## config.mk

```make
export PLATFORM = sky130hd
export DESIGN_NAME = pcr_top
export DESIGN_NICKNAME = d
export VERILOG_FILES = /design/src/common/pcr_pkg.sv /design/src/common/pcr_evt_if.sv /design/src/rtl/pcr_top.sv /design/src/rtl/pcr_lock_watch.sv /design/src/rtl/pcr_apb_slave.sv
export VERILOG_INCLUDE_DIRS = /design/src /design/src/common
export SDC_FILE = /design/constraint.sdc
export NUM_CORES = 1
export LEC_CHECK = 0
export BUFFER_PORTS_ARGS = -buffer_cell sky130_fd_sc_hd__clkbuf_2
export CORE_MARGIN = 3
export CORE_UTILIZATION = 40
export DETAILED_ROUTE_END_ITERATION = 7
export PLACE_DENSITY_LB_ADDON = 0.15
export REMOVE_ABC_BUFFERS = 1
export SYNTH_ARGS = -nofsm -noshare
export SYNTH_HDL_FRONTEND = slang
export SYNTH_SLANG_ARGS = --single-unit
export TNS_END_PERCENT = 50
```

## constraint.sdc

```tcl
create_clock -name clk_in -period 2.2 [get_ports clk_in]
set_input_delay 0.44 -clock clk_in [delete_from_list [all_inputs] [get_ports clk_in]]
set_output_delay 0.44 -clock clk_in [all_outputs]
set_load 0.01 [all_outputs]
```

## src/common/pcr_params.svh

```systemverilog
// Register offsets, field positions and reset values for the clock receiver and PLL configuration
`ifndef PCR_PARAMS_SVH
`define PCR_PARAMS_SVH

// ************************************************************
// Register word indexes and byte addresses
// ************************************************************
`define PCR_CLKRX_IDX 8'h08
`define PCR_PLLEN_IDX 8'h0A
`define PCR_LOOP_IDX 8'h0C
`define PCR_DIV_IDX 8'h0D
`define PCR_LOCK_IDX 8'h0E
`define PCR_BAND_IDX 8'h0F
`define PCR_EVT_IDX 8'h10
`define PCR_IRQEN_IDX 8'h11
`define PCR_EVCLR_IDX 8'h12
`define PCR_CLKRX_OFF 12'h020
`define PCR_PLLEN_OFF 12'h028
`define PCR_LOOP_OFF 12'h030
`define PCR_DIV_OFF 12'h034
`define PCR_LOCK_OFF 12'h038
`define PCR_BAND_OFF 12'h03C
`define PCR_EVT_OFF 12'h040
`define PCR_IRQEN_OFF 12'h044
`define PCR_EVCLR_OFF 12'h048

// ************************************************************
// Reset values
// ************************************************************
`define PCR_CLKRX_RST 8'h30
`define PCR_PLLEN_RST 8'h40
`define PCR_LOOP_RST 8'hD1
`define PCR_DIV_RST 8'hD9

// ************************************************************
// Field positions
// ************************************************************
`define PCR_CONV_DUTY_BIT 7
`define PCR_REF_DUTY_BIT 6
`define PCR_CONV_CROSS_BIT 5
`define PCR_REF_CROSS_BIT 4
`define PCR_PLL_ON_BIT 7
`define PCR_MANUAL_BIT 6
`define PCR_XPT_BIT 4
`define PCR_LOCK_BIT 7
`define PCR_EV_LOST_BIT 1
`define PCR_EV_GAINED_BIT 0

`endif

```

## src/common/pcr_pkg.sv

```systemverilog
// Types shared by the clock receiver and PLL configuration block
package pcr_pkg;
  // APB access phase decode
  typedef enum logic [2:0]
  {
    PCR_IDLE = 3'b001,
    PCR_SETUP = 3'b010,
    PCR_ACCESS = 3'b100
  } pcr_apb_state_t;

  typedef logic [7:0] pcr_byte_t;
endpackage

```

## src/common/pcr_evt_if.sv

```systemverilog
// Event signals passed between the lock watcher and the register core
`timescale 1ns/1ns
interface pcr_evt_if;
  logic lock_lost;
  logic lock_gained;
  logic locked;

  modport src
  (
    output lock_lost,
    output lock_gained,
    output locked
  );
  modport dst
  (
    input lock_lost,
    input lock_gained,
    input locked
  );
endinterface

```

## src/rtl/pcr_top.sv

```systemverilog
// Clock receiver and PLL configuration register block with APB access
`timescale 1ns/1ns
`include "pcr_params.svh"
module pcr_top
  import pcr_pkg::*;
(
  // Clock and reset
  input wire logic clk_in,
  input wire logic rst_in,
  // APB slave
  input wire logic psel_in,
  input wire logic penable_in,
  input wire logic pwrite_in,
  input wire logic [11:0] paddr_in,
  input wire logic [31:0] pwdata_in,
  output logic [31:0] prdata_out,
  output logic pready_out,
  output logic pslverr_out,
  // Analog PLL status
  input wire logic pll_locked_in,
  input wire logic [3:0] vco_ctrl_voltage_in,
  input wire logic [5:0] auto_band_in,
  // Clock receiver controls
  output logic conv_duty_corr_out,
  output logic ref_duty_corr_out,
  output logic conv_cross_corr_out,
  output logic ref_cross_corr_out,
  // PLL controls
  output logic pll_on_out,
  output logic manual_band_en_out,
  output logic [5:0] vco_band_out,
  output logic [1:0] loop_bw_out,
  output logic [4:0] charge_pump_out,
  output logic [4:0] controller_clock_ratio_out,
  output logic xpt_ctrl_en_out,
  output logic [2:0] vco_post_ratio_out,
  output logic [4:0] loop_ratio_out,
  // Interrupt
  output logic irq_out
);

  // ************************************************************
  // Decode helpers
  // ************************************************************

  // Controller divider code to ratio
  function automatic logic [4:0] ctl_ratio(input logic [1:0] code);
    case (code)
      2'b10: ctl_ratio = 5'h08;
      2'b11: ctl_ratio = 5'h10;
      default: ctl_ratio = 5'h02;
    endcase
  endfunction

  // Loop divider code to ratio, a power of two starting at 2
  function automatic logic [4:0] loop_ratio(input logic [1:0] code);
    case (code)
      2'b00: loop_ratio = 5'h02;
      2'b01: loop_ratio = 5'h04;
      2'b10: loop_ratio = 5'h08;
      default: loop_ratio = 5'h10;
    endcase
  endfunction

  // VCO post divider code to ratio; top two codes alias to 4
  function automatic logic [2:0] post_ratio(input logic [1:0] code);
    case (code)
      2'b00: post_ratio = 3'h1;
      2'b01: post_ratio = 3'h2;
      default: post_ratio = 3'h4;
    endcase
  endfunction

  // ************************************************************
  // Bus front end
  // ************************************************************
  logic wr_stb;
  logic rd_stb;
  logic hit;
  pcr_evt_if evt_bus();

  pcr_apb_slave u_apb
  (
    .clk_in(clk_in),
    .rst_in(rst_in),
    .psel_in(psel_in),
    .penable_in(penable_in),
    .pwrite_in(pwrite_in),
    .wr_stb_out(wr_stb),
    .rd_stb_out(rd_stb),
    .pready_out(pready_out)
  );

  pcr_lock_watch u_watch
  (
    .clk_in(clk_in),
    .rst_in(rst_in),
    .pll_locked_in(pll_locked_in),
    .evt(evt_bus)
  );

  // ************************************************************
  // Configuration registers
  // ************************************************************
  pcr_byte_t clkrx_r;
  pcr_byte_t pllen_r;
  pcr_byte_t loop_r;
  pcr_byte_t div_r;
  logic [1:0] evt_r;
  logic [1:0] irqen_r;
  logic [1:0] evt_nxt;
  logic [1:0] evt_set;
  logic [1:0] evt_clr;

  // Writable settings; read-only offsets have no branch here
  always_ff @(posedge clk_in)
  begin
    if (rst_in)
    begin
      clkrx_r <= `PCR_CLKRX_RST;
      pllen_r <= `PCR_PLLEN_RST;
      loop_r <= `PCR_LOOP_RST;
      div_r <= `PCR_DIV_RST;
      irqen_r <= 2'h0;
    end
    else if (wr_stb)
    begin
      case (paddr_in)
        `PCR_CLKRX_OFF: clkrx_r <= {pwdata_in[7:4], 4'h0};
        `PCR_PLLEN_OFF: pllen_r <= pwdata_in[7:0];
        `PCR_LOOP_OFF: loop_r <= {pwdata_in[7:6], 1'b0, pwdata_in[4:0]};
        `PCR_DIV_OFF: div_r <= {pwdata_in[7:6], 1'b0, pwdata_in[4:0]};
        `PCR_IRQEN_OFF: irqen_r <= pwdata_in[1:0];
        default: irqen_r <= irqen_r;
      endcase
    end
  end

  // ************************************************************
  // Event flags and interrupt
  // ************************************************************

  // A set in the same cycle as its clear survives
  always_comb
  begin
    evt_set = 2'h0;
    evt_set[`PCR_EV_LOST_BIT] = evt_bus.lock_lost;
    evt_set[`PCR_EV_GAINED_BIT] = evt_bus.lock_gained;
    evt_clr = (wr_stb && paddr_in == `PCR_EVCLR_OFF) ? pwdata_in[1:0] : 2'h0;
    evt_nxt = (evt_r & ~evt_clr) | evt_set;
  end

  always_ff @(posedge clk_in)
  begin
    if (rst_in)
      evt_r <= 2'h0;
    else
      evt_r <= evt_nxt;
  end

  assign irq_out = |(evt_r & irqen_r);

  // ************************************************************
  // Read path
  // ************************************************************
  logic [31:0] rdata_nxt;

  // Lock word comes straight from the analog side; band word is the band in use, the stored field when manual
  always_comb
  begin
    hit = 1'b1;
    rdata_nxt = 32'h0;
    case (paddr_in)
      `PCR_CLKRX_OFF: rdata_nxt[7:0] = clkrx_r;
      `PCR_PLLEN_OFF: rdata_nxt[7:0] = pllen_r;
      `PCR_LOOP_OFF: rdata_nxt[7:0] = loop_r;
      `PCR_DIV_OFF: rdata_nxt[7:0] = div_r;
      `PCR_LOCK_OFF: rdata_nxt[7:0] = {evt_bus.locked, 3'h0, vco_ctrl_voltage_in};
      `PCR_BAND_OFF: rdata_nxt[7:0] = {2'h0, vco_band_out};
      `PCR_EVT_OFF: rdata_nxt[1:0] = evt_r;
      `PCR_IRQEN_OFF: rdata_nxt[1:0] = irqen_r;
      `PCR_EVCLR_OFF: rdata_nxt = 32'h0;
      default: hit = 1'b0;
    endcase
  end

  // Zero-wait bus: read data is combinational in the access cycle
  assign prdata_out = rd_stb ? rdata_nxt : 32'h0;
  assign pslverr_out = psel_in & penable_in & ~hit;

  // ************************************************************
  // Control outputs
  // ************************************************************
  assign conv_duty_corr_out = clkrx_r[`PCR_CONV_DUTY_BIT];
  assign ref_duty_corr_out = clkrx_r[`PCR_REF_DUTY_BIT];
  assign conv_cross_corr_out = clkrx_r[`PCR_CONV_CROSS_BIT];
  assign ref_cross_corr_out = clkrx_r[`PCR_REF_CROSS_BIT];
  assign pll_on_out = pllen_r[`PCR_PLL_ON_BIT];
  assign manual_band_en_out = pllen_r[`PCR_MANUAL_BIT];
  // Band in use: manual field when manual, else the calibrated band
  assign vco_band_out = manual_band_en_out ? pllen_r[5:0] : auto_band_in;
  assign loop_bw_out = loop_r[7:6];
  assign charge_pump_out = loop_r[4:0];
  // The 75 MHz limit is software's duty; hardware does not clamp
  assign controller_clock_ratio_out = ctl_ratio(div_r[7:6]);
  assign xpt_ctrl_en_out = div_r[`PCR_XPT_BIT];
  assign vco_post_ratio_out = post_ratio(div_r[3:2]);
  assign loop_ratio_out = loop_ratio(div_r[1:0]);
endmodule

```

## src/rtl/pcr_lock_watch.sv

```systemverilog
// Lock edge watcher: raises one-cycle events on lock gained and lost
`timescale 1ns/1ns
module pcr_lock_watch
  import pcr_pkg::*;
(
  // Clock and reset
  input wire logic clk_in,
  input wire logic rst_in,
  // Analog lock level
  input wire logic pll_locked_in,
  // Events
  pcr_evt_if.src evt
);
  logic locked_r;
  logic ever_r;

  // Remember level and whether lock was ever reached
  always_ff @(posedge clk_in)
  begin
    if (rst_in)
    begin
      locked_r <= 1'b0;
      ever_r <= 1'b0;
    end
    else
    begin
      locked_r <= pll_locked_in;
      if (pll_locked_in)
        ever_r <= 1'b1;
    end
  end

  // Loss only counts after an earlier lock
  assign evt.lock_lost = locked_r & ~pll_locked_in & ever_r;
  assign evt.lock_gained = ~locked_r & pll_locked_in;
  assign evt.locked = pll_locked_in;
endmodule

```

## src/rtl/pcr_apb_slave.sv

```systemverilog
// APB slave front end: decodes phase and produces write and read strobes
`timescale 1ns/1ns
module pcr_apb_slave
  import pcr_pkg::*;
(
  // Clock and reset
  input wire logic clk_in,
  input wire logic rst_in,
  // APB
  input wire logic psel_in,
  input wire logic penable_in,
  input wire logic pwrite_in,
  // Strobes
  output logic wr_stb_out,
  output logic rd_stb_out,
  output logic pready_out
);
  pcr_apb_state_t st_r;

  // Track the protocol phase; no output or check reads it and penable is not examined
  always_ff @(posedge clk_in)
  begin
    if (rst_in)
      st_r <= PCR_IDLE;
    else
    begin
      case (st_r)
        PCR_IDLE: st_r <= psel_in ? PCR_SETUP : PCR_IDLE;
        PCR_SETUP: st_r <= PCR_ACCESS;
        PCR_ACCESS: st_r <= psel_in ? PCR_SETUP : PCR_IDLE;
        default: st_r <= PCR_IDLE;
      endcase
    end
  end

  // Zero wait states: every access completes in its first access cycle
  assign pready_out = 1'b1;
  assign wr_stb_out = psel_in & penable_in & pwrite_in;
  assign rd_stb_out = psel_in & penable_in & ~pwrite_in;
endmodule

```

# Yosys cells after proc, flatten, opt, wreduce, memory -nomap -nowiden

Index checks and enable logic that the tools add are counted.

Register bits after elaboration: 32
Input port bits: 60
Logic and storage cells: 56
Output and inout bits: 68

Mux-type cells: 9
Bitwise gates (word level): 15
Equal/unequal tests: 14
Reductions and logical operators: 10

Operator list:

| cell                | number |
|---|---|
| $eq 12x6->1 const B | 6 |
| $eq 12x7->1 const B | 3 |
| $pmux 6 s6          | 1 |
| $pmux 5 s3          | 1 |
| $pmux 2 s7          | 1 |
| $pmux 5 s2          | 1 |
| $reduce_and 2->1    | 5 |
| $reduce_or 9->1     | 1 |
| $mux 8              | 1 |
| $and 1x1->1         | 7 |
| $eq 2x2->1 const B  | 3 |
| $mux 6              | 1 |
| $pmux 3 s2          | 1 |
| $and 2x2->2         | 2 |
| $eq 2x1->1 const B  | 2 |
| $logic_not 2->1     | 2 |
| $not 1->1           | 4 |
| $mux 2              | 1 |
| $not 2->2           | 1 |
| $or 2x2->2          | 1 |
| $reduce_or 2->1     | 1 |
| $logic_and 1x1->1   | 1 |
| $mux 1              | 1 |

# Depth between registers and ports, before layout

Word-level depth: 7
Gate-level depth with buffers: 6
Mapped depth without buffers: 4

# Hierarchy

Synthesis repeated with hierarchy kept, for this count alone.

Cells, all modules: 267
Area total of the unflattened synthesis: 2247.2 um^2

Modules (own cells, without submodules):

| module         | instances | area each (um^2) | cells each | seq. area each (um^2) |
|---|---|---|---|---|
| pcr_top        | 1         | 2140.8           | 256        | 600.6 |
| pcr_lock_watch | 1         | 78.8             | 7          | 40.0 |
| pcr_apb_slave  | 1         | 27.5             | 4          | 0.0 |

# Least setup slack after synthesis

No wires, ideal clock.

Path type: register to output
From: register pllen_r[6]
To: output port prdata_out[3]
Stages on the path, launching flop included: 6
Buffers on the path: 1
Data required time: 1760 ps
Data arrival time: 1737 ps
Slack: 23 ps
Path through: dfxtp_1 -> clkbuf_1 -> mux2_2 -> mux4_2 -> a32oi_1 -> nor2_1

Cells in the longest elaborated chain, start to end: 3

Ends and longest elaborated chain:

| element                   | RTL line       | RTL |
|---|---|---|
| start: declaration        | pcr_top.sv:106 | `pcr_byte_t pllen_r;` |
| start signal: assignment  | pcr_top.sv:121 | `` pllen_r <= `PCR_PLLEN_RST; `` |
| start signal: assignment  | pcr_top.sv:130 | `` `PCR_PLLEN_OFF: pllen_r <= pwdata_in[7:0]; `` |
| $mux 6                    | pcr_top.sv:201 | `assign vco_band_out = manual_band_en_out ? pllen_r[5:0] : auto_band_in;` |
| named net vco_band_out[3] | pcr_top.sv:31  | `output logic [5:0] vco_band_out,` |
| $pmux 6 s6                | pcr_top.sv:173 | `case (paddr_in)` |
| $mux 8                    | pcr_top.sv:188 | `assign prdata_out = rd_stb ? rdata_nxt : 32'h0;` |
| end: declaration          | pcr_top.sv:16  | `output logic [31:0] prdata_out,` |

The timed path passes the listed nets, and every way through them passes these cells.

# Worst setup path after layout

From: register pllen_r[6]
To: output port prdata_out[3]

Cells in the longest elaborated chain, start to end: 3

Ends and longest elaborated chain:

| element    | RTL line |
|---|---|
| $mux 6     | pcr_top.sv:201 |
| $pmux 6 s6 | pcr_top.sv:173 |
| $mux 8     | pcr_top.sv:188 |

Every way passes these cells.

==> results.cfg <==
[drt]
drt-pass1-iter-count = 5
avgRoutedWirePerCell_um = 15.1
drc = 0
viasPerCell = 5.15
ant_nets = 0
drt_wl_total_um = 6610
dr_total_vias = 2250
drtIter0Drc = 163

[yosys]
async_flop_share_pct = 0
ys_ff_latch = 32
synth_cell_types = 50
synth.area.top_cells = dfxtp_1 (30%), buf_4 (10%), mux2i_1 (6.9%), nor2_1 (4.0%), nand3_1 (3.7%)
yosysTopAreaCellShare_pct = 29.6
synth_warnings = 0
synthTopCellsByCount = dfxtp_1 (32), buf_4 (30), nor2_1 (23)
syn_area_um2 = 2160
yosysTopAreaCell = dfxtp_1
avgSynthCellArea_um2 = 8.61
synth-edff-count = 0
yosysMostFrequentCell = dfxtp_1
syn_inst = 251
seq_area_frac_synth_pct = 29.6
ys.flop_type = dfxtp_1

[worst_hold_path]
min_path_cells = 3
hp-class = input port to flip-flop

[floorplanning]
pin_count = 128
fp.dieW_um = 79.5
core.rowCount = 26
start_util_pct = 41.8
dieArea_um2 = 6320
fp.dieH_um = 79.5
coreArea_um2 = 5170

[grt]
grt-ovfl-total = 0
grt_first_pass_wirelength_um = 10700
first_global_vias = 2175
antenna_found_initial = 0
grt_max_degree = 33
grt.total_usage_pct = 21.6

[pwr]
irDropWorstVdd_mv = 0.322
powerDensity_nw_per_um2 = 415
p_leak_nw = 1.44

[worst_setup_path]
cp.required_ns = 1.76
startpoint_type = flip-flop
reg2reg_depth = 2
path_class = flip-flop to output port
arrival_ns = 1.83
crit_path_end_kind = output port
path_max_fanout = 6

[clock_tree]
htreeDepth = 2
clk_latency_ns = 0.27
numCtsBuffers = 5
cts_tree = done
clk_pin_slew_ns = 0.07
ctsHoldBuffers = 0
cts_root_buffer = clkbuf_8
clock_path_buffers = 2
clock_sinks = 32

[final_layout]
area_delta_synth_final_pct = 39.7
regArea_um2 = 644
finalNetCount = 426
multi_input_area_um2 = 1390
final_util_pct = 58.4
layout-drive-gt1-share_pct = 44.4
diodes = 0
fillerInstances = 517

[placed_design]
gp_congestion = 0.868
place_ws_ns = -0.175
portBuffers = 75
post-dp-hpwl_um = 5040

[timing]
fin_skew_ns = 0.000236
worst_pin_slew_ns = 0.666
period_needed_ns = 2.27
hold_viol_final = 0
rsz0062_at_grt = yes
relSlewSlack_pct = 55.6
setup_violations = 5
worst_slack_ns = -0.0705
period_share_pct = 103
max_freq_ghz = 0.440
maxSlewViolCount = 0

[outcome]
violations = setup timing
status = finished with violations

[run]
maxCapViolCount = 0
==> stage by stage <==
step	total power [mW]	TNS [ns]	hold WS, ns	instances	cell area [µm²]
finish	1.25	-0.255	0.419	437	3020
global route	1.31	-0.629	0.445	437	3020
CTS	1.25	-0.278	0.414	433	2950
detailed placement	0.785	-0.996	0.465	424	2780
global placement	0.784	-1.08	0.453	424	2780
floorplan	0.666	0	0.438	236	1980
==> power breakdown <==
part	total [mW]	internal, mW	switching, mW
combinational	0.205	0.0915	0.113
clock	0.463	0.249	0.213
sequential	0.585	0.582	0.00234
total	1.25	0.923	0.329
==> routing by layer <==
metal	global-route usage (%)	share of wire, %
met5	0	0
met2	36.9	49
met3	3.16	6.6
met1	28.5	44
met4	4.98	0.64
==> final timing paths <==
check                                      start       endpoint  slack [ns]
worst max-delay path                  pllen_r[6]  prdata_out[3]       -0.07
worst min-delay path                pwdata_in[5]     pllen_r[5]        0.42
worst max register to register        pllen_r[6]     pllen_r[6]        1.31
worst min register to register  u_watch.locked_r       evt_r[1]        0.48
==> what timing repair did <==
item | 4_1_cts | 5_1_grt
resized for setup | 19 | 13
buffers inserted | 1 | 4
pin swaps | 8 | 10
cloned | 0 | 0
setup endpoints to repair | 8 | 8
==> critical path, stage by stage, from the launching register on <==
cell and delay [ns]:
dfxtp_4 0.41, mux2_4 0.32, mux4_2 0.46, a32oi_1 0.18
nor2_1 0.06, clkbuf_2 0.12
==> layout by cell type (no fill, tap or decap), types with 2 or more instances in the layout <==
cell / count
a211o_1: 8
a21oi_1: 11
a222oi_1: 2
a22o_1: 5
a2bb2oi_1: 2
and2_1: 2
and3_1: 6
and4_4: 2
buf_2: 3
buf_4: 42
buf_6: 5
buf_8: 2
clkbuf_2: 70
clkbuf_8: 6
clkinv_2: 2
conb_1: 28
dfxtp_1: 31
inv_1: 5
mux2_2: 4
mux2_4: 2
mux2i_1: 15
mux4_2: 2
nand2_1: 5
nand2_2: 2
nand2b_1: 2
nand3_1: 16
nand3b_1: 5
nand4_1: 3
nor2_1: 22
nor2b_1: 6
nor3_1: 3
nor3_2: 2
nor4_2: 2
nor4_4: 2
nor4b_4: 2
o21ai_0: 16
or4b_4: 2
==> logic make-up after synthesis <==
group | synth area share, %
mux | 12.2
other cells | 0.348
buf+inv | 13.7
compound gates | 16.9
flops | 29.6
simple gates | 27.3
==> layout make-up <==
class                           count  share of cell area, %
Inverter                            5                  0.622
Timing Repair Buffer              123                   26.1
Clock inverter                      2                  0.332
Clock buffer                        6                   2.74
Tap cell                           70                   2.90
Multi-Input combinational cell    199                   46.0
Sequential cell                    32                   21.3
==> state kept, by name (all words and copies together) (netlist names) <==
name and count:
evt_r 2, clkrx_r 4, pllen_r 8, div_r 7, irqen_r 2, u_watch.ever_r 1, u_watch.locked_r 1, loop_r 7
No activity file was read; power rests on OpenSTA's default activity.
